[src/logic/dhm_consts.vh]
// constants of the drive health monitor
`ifndef DHM_CONSTS_VH
`define DHM_CONSTS_VH
`define DHM_ADR_CTRL 8'h00
`define DHM_ADR_STATUS 8'h04
`define DHM_ADR_REFTEMP 8'h08
`define DHM_ADR_CURTEMP 8'h0C
`define DHM_ADR_THRESH 8'h10
`define DHM_ADR_HIST 8'h14
`define DHM_ADR_DIAG 8'h18
`define DHM_ADR_XTIME 8'h1C
`define DHM_CTRL_WEN 0
`define DHM_CTRL_EXCEPTION_REPORT_METHOD_LO 1
`define DHM_CTRL_EXCEPTION_REPORT_METHOD_HI 4
`define DHM_FIXED_TRIP 8'h41
`define DHM_REF_RESET 8'h41
`define DHM_THRESH_RESET 8'h08
`define DHM_EXCEPTION_REPORT_METHOD_RESET 4'h0
`define DHM_XTIME_RESET 16'h0000
`define DHM_SENSE_TEMP 24'h010B01
`define DHM_SENSE_ROUND 24'h013700
`define DHM_SENSE_NR_CAUSE 24'h020400
`define DHM_SENSE_NR_INIT 24'h020403
`define DHM_LOG_PAGE_TEMP 8'h0D
`define DHM_PARAM_PRIMARY 16'h0000
`define DHM_PARAM_REFERENCE 16'h0001
`define DHM_FC_SHORT 3'h1
`define DHM_FC_EXTENDED 3'h2
`define DHM_FC_LO 5
`define DHM_FC_HI 7
`define DHM_RES_PASS 4'h0
`define DHM_RES_FAILED 4'h7
`define DHM_RES_RUNNING 4'hF
`define DHM_TEMP_PERIOD_S 600
`define DHM_SHORT_LIMIT_S 120
`define DHM_CLK_HZ 40000000
`endif

[src/logic/dhm_top.v]
// drive health monitor: history counters, thermal trips, self-test sequencer
`timescale 1ns/1ps
`include "dhm_consts.vh"
module dhm_top #(
   parameter NATTR = 4,
   parameter AW = 2,
   parameter HW = 8,
   parameter TEMP_PERIOD_CYC = 64'd1 * `DHM_TEMP_PERIOD_S * `DHM_CLK_HZ,
   parameter SHORT_LIMIT_CYC = 64'd1 * `DHM_SHORT_LIMIT_S * `DHM_CLK_HZ
) (
   input wire clk_i,
   input wire rst_i,
   input wire [7:0] wb_adr_i,
   input wire [31:0] wb_dat_i,
   output reg [31:0] wb_dat_o,
   input wire wb_we_i,
   input wire [3:0] wb_sel_i,
   input wire wb_cyc_i,
   input wire wb_stb_i,
   output reg wb_ack_o,
   input wire [NATTR-1:0] interval_end_i,
   input wire [NATTR-1:0] rate_bad_i,
   input wire [7:0] temp_i,
   input wire motor_spin_fail_i,
   input wire motor_lock_fail_i,
   input wire servo_lock_fail_i,
   input wire config_read_fail_i,
   input wire diag_start_i,
   input wire [7:0] diag_byte1_i,
   input wire seg_done_i,
   input wire scan_done_i,
   input wire op_error_i,
   input wire retries_exhausted_i,
   input wire tur_i,
   output wire not_ready_o,
   output reg tur_done_o,
   output reg [23:0] tur_sense_o,
   output reg pf_event_o,
   output reg [AW-1:0] pf_attr_o,
   output reg temp_event_o,
   output reg [23:0] temp_sense_o,
   output reg [7:0] replaceable_unit_code_o,
   output reg [3:0] temp_method_o,
   output reg frame_save_o,
   output reg round_event_o,
   output reg [23:0] round_sense_o,
   output reg test_done_o,
   output reg [3:0] test_result_o,
   output reg [2:0] test_func_o,
   output reg diag_refused_o,
   output reg [1:0] test_segment_o,
   output wire test_busy_o,
   output wire full_scan_o,
   output wire write_path_o,
   output wire retries_enabled_o
);
   localparam S_IDLE = 2'h0;
   localparam S_ELEC = 2'h1;
   localparam S_SERVO = 2'h2;
   localparam S_SCAN = 2'h3;
   localparam [7:0] TEMP_MAX = `DHM_FIXED_TRIP;
   // control / state registers
   reg warning_enable_bit;
   reg [3:0] exception_report_method;
   reg [7:0] ref_temp;
   reg [HW-1:0] pf_thresh;
   reg [15:0] ext_time;
   reg [7:0] cur_temp;
   reg [NATTR-1:0] pf_flag;
   reg [39:0] temp_cnt;
   reg first_sample;
   reg [1:0] state;
   reg [2:0] func;
   reg [39:0] test_cnt;
   reg hist_wait;
   wire hist_sel;
   reg [3:0] last_result;
   reg [AW-1:0] scan_idx;
   wire [AW-1:0] hist_raddr;
   wire [HW-1:0] hist_rdata;
   // per-attribute update
   wire upd_any;
   reg [AW-1:0] upd_idx;
   reg [HW-1:0] hist_cur [0:NATTR-1];
   reg [HW-1:0] next_hist;
   integer i;
   assign retries_enabled_o = 1'b1;
   assign not_ready_o = motor_spin_fail_i | motor_lock_fail_i
      | servo_lock_fail_i | config_read_fail_i;
   assign test_busy_o = (state != S_IDLE);
   assign full_scan_o = (state == S_SCAN) && (func == `DHM_FC_EXTENDED);
   assign write_path_o = full_scan_o;
   // history counter shadow: one per attribute, updated only by its own interval end
   genvar g;
   generate
      for (g = 0; g < NATTR; g = g + 1) begin : g_attr
         always @(posedge clk_i) begin
            if (rst_i) begin
               hist_cur[g] <= {HW{1'b0}};
               pf_flag[g] <= 1'b0;
            end else if (interval_end_i[g]) begin
               if (rate_bad_i[g]) begin
                  if (hist_cur[g] != {HW{1'b1}}) begin
                     hist_cur[g] <= hist_cur[g] + 1'b1;
                  end
               end else if (hist_cur[g] != {HW{1'b0}}) begin
                  hist_cur[g] <= hist_cur[g] - 1'b1;
               end
               pf_flag[g] <= rate_bad_i[g] && (hist_cur[g] + 1'b1 >= pf_thresh);
            end else begin
               pf_flag[g] <= 1'b0;
            end
         end
      end
   endgenerate
   // copy into memory for software reads, one attribute per cycle in turn at scan_idx
   assign upd_any = |interval_end_i;
   always @* begin
      upd_idx = {AW{1'b0}};
      for (i = NATTR - 1; i >= 0; i = i - 1) begin
         if (interval_end_i[i]) begin
            upd_idx = i[AW-1:0];
         end
      end
      next_hist = hist_cur[scan_idx];
   end
   assign hist_raddr = wb_adr_i[AW+1:2];
   assign hist_sel = (wb_adr_i[7:5] == 3'h1);
   dhm_hist_mem #(.NATTR(NATTR), .AW(AW), .W(HW)) u_mem (
      .clk_i(clk_i),
      .rst_i(rst_i),
      .we_i(1'b1),
      .waddr_i(scan_idx),
      .wdata_i(next_hist),
      .raddr_i(hist_raddr),
      .rdata_o(hist_rdata)
   );
   // predictive failure pulse
   always @(posedge clk_i) begin
      if (rst_i) begin
         scan_idx <= {AW{1'b0}};
         pf_event_o <= 1'b0;
         pf_attr_o <= {AW{1'b0}};
      end else begin
         scan_idx <= scan_idx + 1'b1;
         pf_event_o <= |pf_flag;
         for (i = NATTR - 1; i >= 0; i = i - 1) begin
            if (pf_flag[i]) begin
               pf_attr_o <= i[AW-1:0];
            end
         end
      end
   end
   // thermal monitor
   always @(posedge clk_i) begin
      if (rst_i) begin
         temp_cnt <= 40'h0000000000;
         first_sample <= 1'b1;
         cur_temp <= 8'h00;
         temp_event_o <= 1'b0;
         frame_save_o <= 1'b0;
         temp_sense_o <= 24'h000000;
         replaceable_unit_code_o <= 8'h00;
         temp_method_o <= 4'h0;
      end else begin
         temp_event_o <= 1'b0;
         frame_save_o <= 1'b0;
         if (first_sample || temp_cnt == TEMP_PERIOD_CYC - 1) begin
            first_sample <= 1'b0;
            temp_cnt <= 40'h0000000000;
            cur_temp <= temp_i;
            frame_save_o <= (temp_i > TEMP_MAX);
            if (warning_enable_bit && (temp_i > TEMP_MAX || temp_i > ref_temp)) begin
               temp_event_o <= 1'b1;
               temp_sense_o <= `DHM_SENSE_TEMP;
               replaceable_unit_code_o <= temp_i;
               temp_method_o <= exception_report_method;
            end
         end else begin
            temp_cnt <= temp_cnt + 1'b1;
         end
      end
   end
   // test unit ready answer
   always @(posedge clk_i) begin
      if (rst_i) begin
         tur_done_o <= 1'b0;
         tur_sense_o <= 24'h000000;
      end else begin
         tur_done_o <= tur_i;
         if (tur_i) begin
            if (config_read_fail_i) begin
               tur_sense_o <= `DHM_SENSE_NR_INIT;
            end else if (not_ready_o) begin
               tur_sense_o <= `DHM_SENSE_NR_CAUSE;
            end else begin
               tur_sense_o <= 24'h000000;
            end
         end
      end
   end
   // self-test sequencer
   always @(posedge clk_i) begin
      if (rst_i) begin
         state <= S_IDLE;
         func <= 3'h0;
         test_cnt <= 40'h0000000000;
         last_result <= `DHM_RES_PASS;
         test_done_o <= 1'b0;
         test_result_o <= `DHM_RES_PASS;
         test_func_o <= 3'h0;
         diag_refused_o <= 1'b0;
         test_segment_o <= S_IDLE;
      end else begin
         test_done_o <= 1'b0;
         diag_refused_o <= 1'b0;
         case (state)
            S_IDLE: begin
               if (diag_start_i) begin
                  if (not_ready_o) begin
                     diag_refused_o <= 1'b1;
                  end else if (diag_byte1_i[`DHM_FC_HI:`DHM_FC_LO] == `DHM_FC_SHORT ||
                     diag_byte1_i[`DHM_FC_HI:`DHM_FC_LO] == `DHM_FC_EXTENDED) begin
                     func <= diag_byte1_i[`DHM_FC_HI:`DHM_FC_LO];
                     state <= S_ELEC;
                     test_cnt <= 40'h0000000000;
                     last_result <= `DHM_RES_RUNNING;
                  end else begin
                     diag_refused_o <= 1'b1;
                  end
               end
            end
            default: begin
               test_cnt <= test_cnt + 1'b1;
               if (op_error_i && retries_exhausted_i) begin
                  state <= S_IDLE;
                  last_result <= `DHM_RES_FAILED;
                  test_done_o <= 1'b1;
                  test_result_o <= `DHM_RES_FAILED;
                  test_func_o <= func;
               end else if ((state == S_SCAN && scan_done_i) ||
                  (func == `DHM_FC_SHORT && test_cnt == SHORT_LIMIT_CYC - 1)) begin
                  state <= S_IDLE;
                  last_result <= `DHM_RES_PASS;
                  test_done_o <= 1'b1;
                  test_result_o <= `DHM_RES_PASS;
                  test_func_o <= func;
               end else if (seg_done_i && state != S_SCAN) begin
                  state <= state + 2'h1;
               end
            end
         endcase
         test_segment_o <= state;
      end
   end
   // wishbone slave, one wait state, two for any access (read or write) to the history window
   always @(posedge clk_i) begin
      if (rst_i) begin
         wb_ack_o <= 1'b0;
         hist_wait <= 1'b0;
         wb_dat_o <= 32'h00000000;
         warning_enable_bit <= 1'b0;
         exception_report_method <= `DHM_EXCEPTION_REPORT_METHOD_RESET;
         ref_temp <= `DHM_REF_RESET;
         pf_thresh <= `DHM_THRESH_RESET;
         ext_time <= `DHM_XTIME_RESET;
         round_event_o <= 1'b0;
         round_sense_o <= 24'h000000;
      end else begin
         wb_ack_o <= wb_cyc_i & wb_stb_i & ~wb_ack_o & (~hist_sel | hist_wait);
         hist_wait <= wb_cyc_i & wb_stb_i & ~wb_ack_o & hist_sel & ~hist_wait;
         round_event_o <= 1'b0;
         if (wb_cyc_i && wb_stb_i && !wb_ack_o && wb_we_i) begin
            case (wb_adr_i)
               `DHM_ADR_CTRL: begin
                  if (wb_sel_i[0]) begin
                     warning_enable_bit <= wb_dat_i[`DHM_CTRL_WEN];
                     exception_report_method <= wb_dat_i[`DHM_CTRL_EXCEPTION_REPORT_METHOD_HI:`DHM_CTRL_EXCEPTION_REPORT_METHOD_LO];
                  end
               end
               `DHM_ADR_REFTEMP: begin
                  if (wb_sel_i[0]) begin
                     if (wb_dat_i[7:0] > TEMP_MAX) begin
                        ref_temp <= TEMP_MAX;
                        round_event_o <= 1'b1;
                        round_sense_o <= `DHM_SENSE_ROUND;
                     end else begin
                        ref_temp <= wb_dat_i[7:0];
                     end
                  end
               end
               `DHM_ADR_THRESH: begin
                  if (wb_sel_i[0]) begin
                     pf_thresh <= wb_dat_i[HW-1:0];
                  end
               end
               `DHM_ADR_XTIME: begin
                  if (wb_sel_i[0]) begin
                     ext_time[7:0] <= wb_dat_i[7:0];
                  end
                  if (wb_sel_i[1]) begin
                     ext_time[15:8] <= wb_dat_i[15:8];
                  end
               end
               default: begin
               end
            endcase
         end
         if (wb_adr_i[7:5] == 3'h1) begin
            wb_dat_o <= {{(32-HW){1'b0}}, hist_rdata};
         end else begin
            case (wb_adr_i)
               `DHM_ADR_CTRL: wb_dat_o <= {27'h0000000, exception_report_method, warning_enable_bit};
               `DHM_ADR_STATUS: wb_dat_o <= {20'h00000, last_result, 1'b0, not_ready_o, state, 4'h0};
               `DHM_ADR_REFTEMP: wb_dat_o <= {24'h000000, ref_temp};
               `DHM_ADR_CURTEMP: wb_dat_o <= {24'h000000, cur_temp};
               `DHM_ADR_THRESH: wb_dat_o <= {{(32-HW){1'b0}}, pf_thresh};
               `DHM_ADR_XTIME: wb_dat_o <= {16'h0000, ext_time};
               default: wb_dat_o <= 32'h00000000;
            endcase
         end
      end
   end
endmodule

[src/logic/dhm_hist_mem.v]
// per-attribute failure history counter memory
`timescale 1ns/1ps
module dhm_hist_mem #(
   parameter NATTR = 4,
   parameter AW = 2,
   parameter W = 8
) (
   input wire clk_i,
   input wire rst_i,
   input wire we_i,
   input wire [AW-1:0] waddr_i,
   input wire [W-1:0] wdata_i,
   input wire [AW-1:0] raddr_i,
   output reg [W-1:0] rdata_o
);
   reg [W-1:0] mem [0:NATTR-1];
   integer k;
   always @(posedge clk_i) begin
      if (rst_i) begin
         for (k = 0; k < NATTR; k = k + 1) begin
            mem[k] <= {W{1'b0}};
         end
         rdata_o <= {W{1'b0}};
      end else begin
         if (we_i) begin
            mem[waddr_i] <= wdata_i;
         end
         rdata_o <= mem[raddr_i];
      end
   end
endmodule

[config.mk]
export PLATFORM = sky130hd
export DESIGN_NAME = dhm_top
export DESIGN_NICKNAME = d
export VERILOG_FILES = /design/src/logic/dhm_top.v /design/src/logic/dhm_hist_mem.v
export VERILOG_INCLUDE_DIRS = /design/src /design/src/logic
export SDC_FILE = /design/constraint.sdc
export NUM_CORES = 1
export LEC_CHECK = 0
export BUFFER_PORTS_ARGS = -buffer_cell sky130_fd_sc_hd__buf_4
export CORE_UTILIZATION = 35
export CTS_CLUSTER_DIAMETER = 100
export DETAILED_ROUTE_END_ITERATION = 6
export PLACE_DENSITY = 0.62
export SYNTH_ARGS = -nofsm -noshare
export SYNTH_HDL_FRONTEND = slang
export SYNTH_HIERARCHICAL = 1
export SYNTH_SLANG_ARGS = --single-unit
[constraint.sdc]
create_clock -name clk_i -period 4 [get_ports clk_i]
set_input_delay 0.2 -clock clk_i [delete_from_list [all_inputs] [get_ports clk_i]]
set_output_delay 0.2 -clock clk_i [all_outputs]
set_load 0.02 [all_outputs]
==> results.md <==
- Status: complete, no violations
- Number of library cell types mapped by synthesis: 66
- RSZ-0062 raised after global routing: false
- Max Buffers Root-to-Sink: 3
- Relative slew slack: 38.84%
- Synth Flop Type: dfxtp_1
- Startpoint types: primary input
- Cell area power density: 398.4 nW/um^2
- CTS Root Cell: clkbuf_16
- Register area: 5846 sq um
- Syn Area/Cell: 9.256 sq um
- Clk slew on worst S/H paths: 0.06 ns
- Hold Slack: 0.02935 ns
- Hold_sp: interval_end_i[1]
- Fmax: 335.5 MHz
- CP max FO: 11
- Post-layout util: 41.44%
- Gr ovfl total: 0
- Routability Congestion: 0.8451
- Warnings from Yosys: 6
- Slew @ Worst Pin: 0.9091 ns
- Die W: 199.6 um
- Clock latency on the worst-skew pair: 0.57 ns
- Final-report hold violation count: 0
- Largest net degree at the start of global routing: 67
- H-tree depth: 1
- Reg2reg path depth: 8
- Area of the multi-input gates: 6998 sq um
- Row count: 72
- Cell count after synthesis: 1476
- Worst-case clock skew: 0.02701 ns
- DPL Wire Length: 23440 um
- Worst vdd ir: 0.3136 mV
- Critical Path End Type: flip-flop
- Port bufs: 124
- FF+latch count, synth: 260
- Initial antenna violation count: 0
- Worst EP arrival: 3.46 ns
- Vias in the first global route: 10224
- First-pass GRT wire length: 52110 um
- Tot GR Track Use: 16.12%
- Die H: 199.6 um
- I/O pin total: 223
- CTS buffer count: 29
- Most frequent cells in the layout: nor2_1, dfxtp_1, buf_4, nand2_1, conb_1
- R2r setup slk: 1.32 ns
- TritonCTS clock tree: done
- Share of cells above drive strength 1: 12.91%
- Final Critical Period: 2.980 ns
- Initial drt markers: 690
- Vias: 10763
- Layout area overhead: 16.95%
- Data required, critical path: 4.48 ns
- Vias/cell: 5.034
- Setup Fix Bufs, Post-CTS: 0
- HP Class: primary input to flip-flop
- WS Path Type: primary input to flip-flop
- Synthesized cell area: 13660 sq um
- 1st-pass router iterations: 5
- Starting Density: 35.43%
- Setup TNS: 0 ns
- Tcrit/Tclk final: 74.51%
- EDFF count, synth: 64
- Critical R2R Launch: temp_cnt[0]
- Slew Viols, Final: 0
- Clk sinks: 260
- Leakage: 6.306 nW
- Die area: 39830 sq um
- Post-DRT Antenna Nets: 0
- Core area: 38560 sq um
- Setup violations, final: 0
- Detailed-route DRC error count: 0
- Power Total: 6.366 mW
- Reg2reg end: temp_method_o[0]
- Worst hold endpoint: pf_flag[1]
- Final wirelength: 32680 um
- Max-cap violation count: 0
- Fraction of registers with async set/reset: 0%
- Fillers: 3748
- Sequential cell area fraction in the yosys report: 42.79%
- Avg WL per Cell: 15.28 um
- Worst hold path depth: 3
- Nets: 1735
metrics by stage:
stage / instance area [sq um] / worst slack, ns / std cells
finish: 15980 / 1.020 / 2138
global route: 15980 / 0.8646 / 2137
CTS: 15980 / 1.032 / 2137
detailed placement: 14660 / 1.029 / 2049
global placement: 14660 / 1.029 / 2049
floorplan: 13960 / 1.383 / 1555
kinds of logic after synthesis:
family / Yosys count / synth area share, %
simple gates: 579 / 21.11
buf+inv: 202 / 8.206
mux: 76 / 6.438
compound gates: 198 / 9.671
xor+xnor: 103 / 6.603
fa+ha+maj: 56 / 5.129
other cells: 2 / 0.05497
flops: 260 / 42.79
power by group:
| part | internal [mW] | leakage (nW) | switching (mW) | total (mW) |
|---|---|---|---|---|
| Clock | 1.59 | 0.493 | 1.10 | 2.69 |
| Sequential | 2.80 | 2.26 | 0.148 | 2.95 |
| Combinational | 0.307 | 3.55 | 0.416 | 0.723 |
| Total | 4.70 | 6.31 | 1.66 | 6.37 |
critical path: stages:
cell,delay (ns)
dlygate4sd3_1,0.53
buf_4,0.14
or4_1,0.76
o41ai_4,0.62
nand4_1,0.54
or3_1,0.52
a21oi_1,0.15
state kept, by name, indices dropped and copies added (netlist names), 3 cells and up:
| register | cells |
|---|---|
| temp_cnt | 40 |
| test_cnt | 40 |
| hist_cur | 32 |
| u_mem/mem | 32 |
| ext_time | 16 |
| wb_dat_o | 16 |
| cur_temp | 8 |
| pf_thresh | 8 |
| ref_temp | 8 |
| replaceable_unit_code_o | 8 |
| u_mem/rdata_o | 8 |
| exception_report_method | 4 |
| pf_flag | 4 |
| temp_method_o | 4 |
| func | 3 |
| test_func_o | 3 |
per-layer routing:
metal	track usage [%]	up-vias	routed length, um
met4	4.354	0	709
met2	27.07	288	15170
met5	0	-	0
met3	1.958	50	1510
li1	-	5288	-
met1	21.70	5137	15290
cells in the mapped netlist (3+ instances only):
master / n / area [sq um]
nor2b_1: 9 / 56.30
a22o_1: 13 / 113.9
xor2_1: 53 / 464.2
a211oi_1: 16 / 120.1
inv_1: 46 / 172.7
ha_1: 56 / 700.7
a31oi_1: 5 / 31.28
nor3b_1: 5 / 37.54
nor3_2: 5 / 50.05
mux2i_1: 62 / 620.6
nand3_1: 63 / 315.3
nor2_1: 196 / 735.7
and2_1: 45 / 281.5
nor4_1: 12 / 75.07
buf_1: 10 / 37.54
a21oi_1: 56 / 280.3
a221oi_1: 16 / 140.1
o22ai_1: 9 / 56.30
a211o_1: 3 / 26.28
a22oi_1: 7 / 52.55
nor4b_1: 8 / 70.07
o211ai_1: 3 / 22.52
or3_1: 16 / 100.1
o22a_1: 4 / 35.03
xnor2_1: 50 / 437.9
dfxtp_1: 196 / 3924
buf_2: 8 / 40.04
a21o_1: 8 / 60.06
mux2_2: 5 / 56.30
clkbuf_1: 46 / 172.7
buf_4: 90 / 675.7
mux4_2: 9 / 202.7
nand2_1: 99 / 371.6
and3_1: 28 / 175.2
o21ai_0: 39 / 195.2
nand2b_1: 7 / 43.79
edfxtp_1: 64 / 1922
nand4_1: 24 / 150.1
o2111ai_1: 4 / 35.03
and4_1: 7 / 61.31
nor3_1: 35 / 175.2
or4_1: 5 / 37.54
cell type report:
class | count | share of cell area [%]
Multi-Input combinational cell | 1093 | 43.80
Sequential cell | 260 | 36.59
Timing Repair Buffer | 166 | 8.332
Clock buffer | 35 | 5.137
Tap cell | 518 | 4.056
Inverter | 46 | 1.081
Clock inverter | 19 | 0.9945
Antenna cell | 1 | 0.01566
what timing repair did:
item / CTS / global route
endpoints found under the setup margin: 0 / 0
hold endpoints to repair: 64 / 0
hold buffers: 34 / 0
gates resized for setup: 0 / 0
how the worst max path moves through the flow:
stage	cells after the start	start	endpoint	slack [ns]
floorplan	8	hist_cur[2][0]	hist_cur[2][0]	1.38
global placement	6	config_read_fail_i	test_cnt[33]	1.03
detailed placement	6	config_read_fail_i	test_cnt[33]	1.03
CTS	7	config_read_fail_i	test_cnt[33]	1.03
global route	7	config_read_fail_i	test_cnt[33]	0.86
finish	7	config_read_fail_i	test_cnt[33]	1.02
No activity file was read; power rests on OpenSTA's default activity.
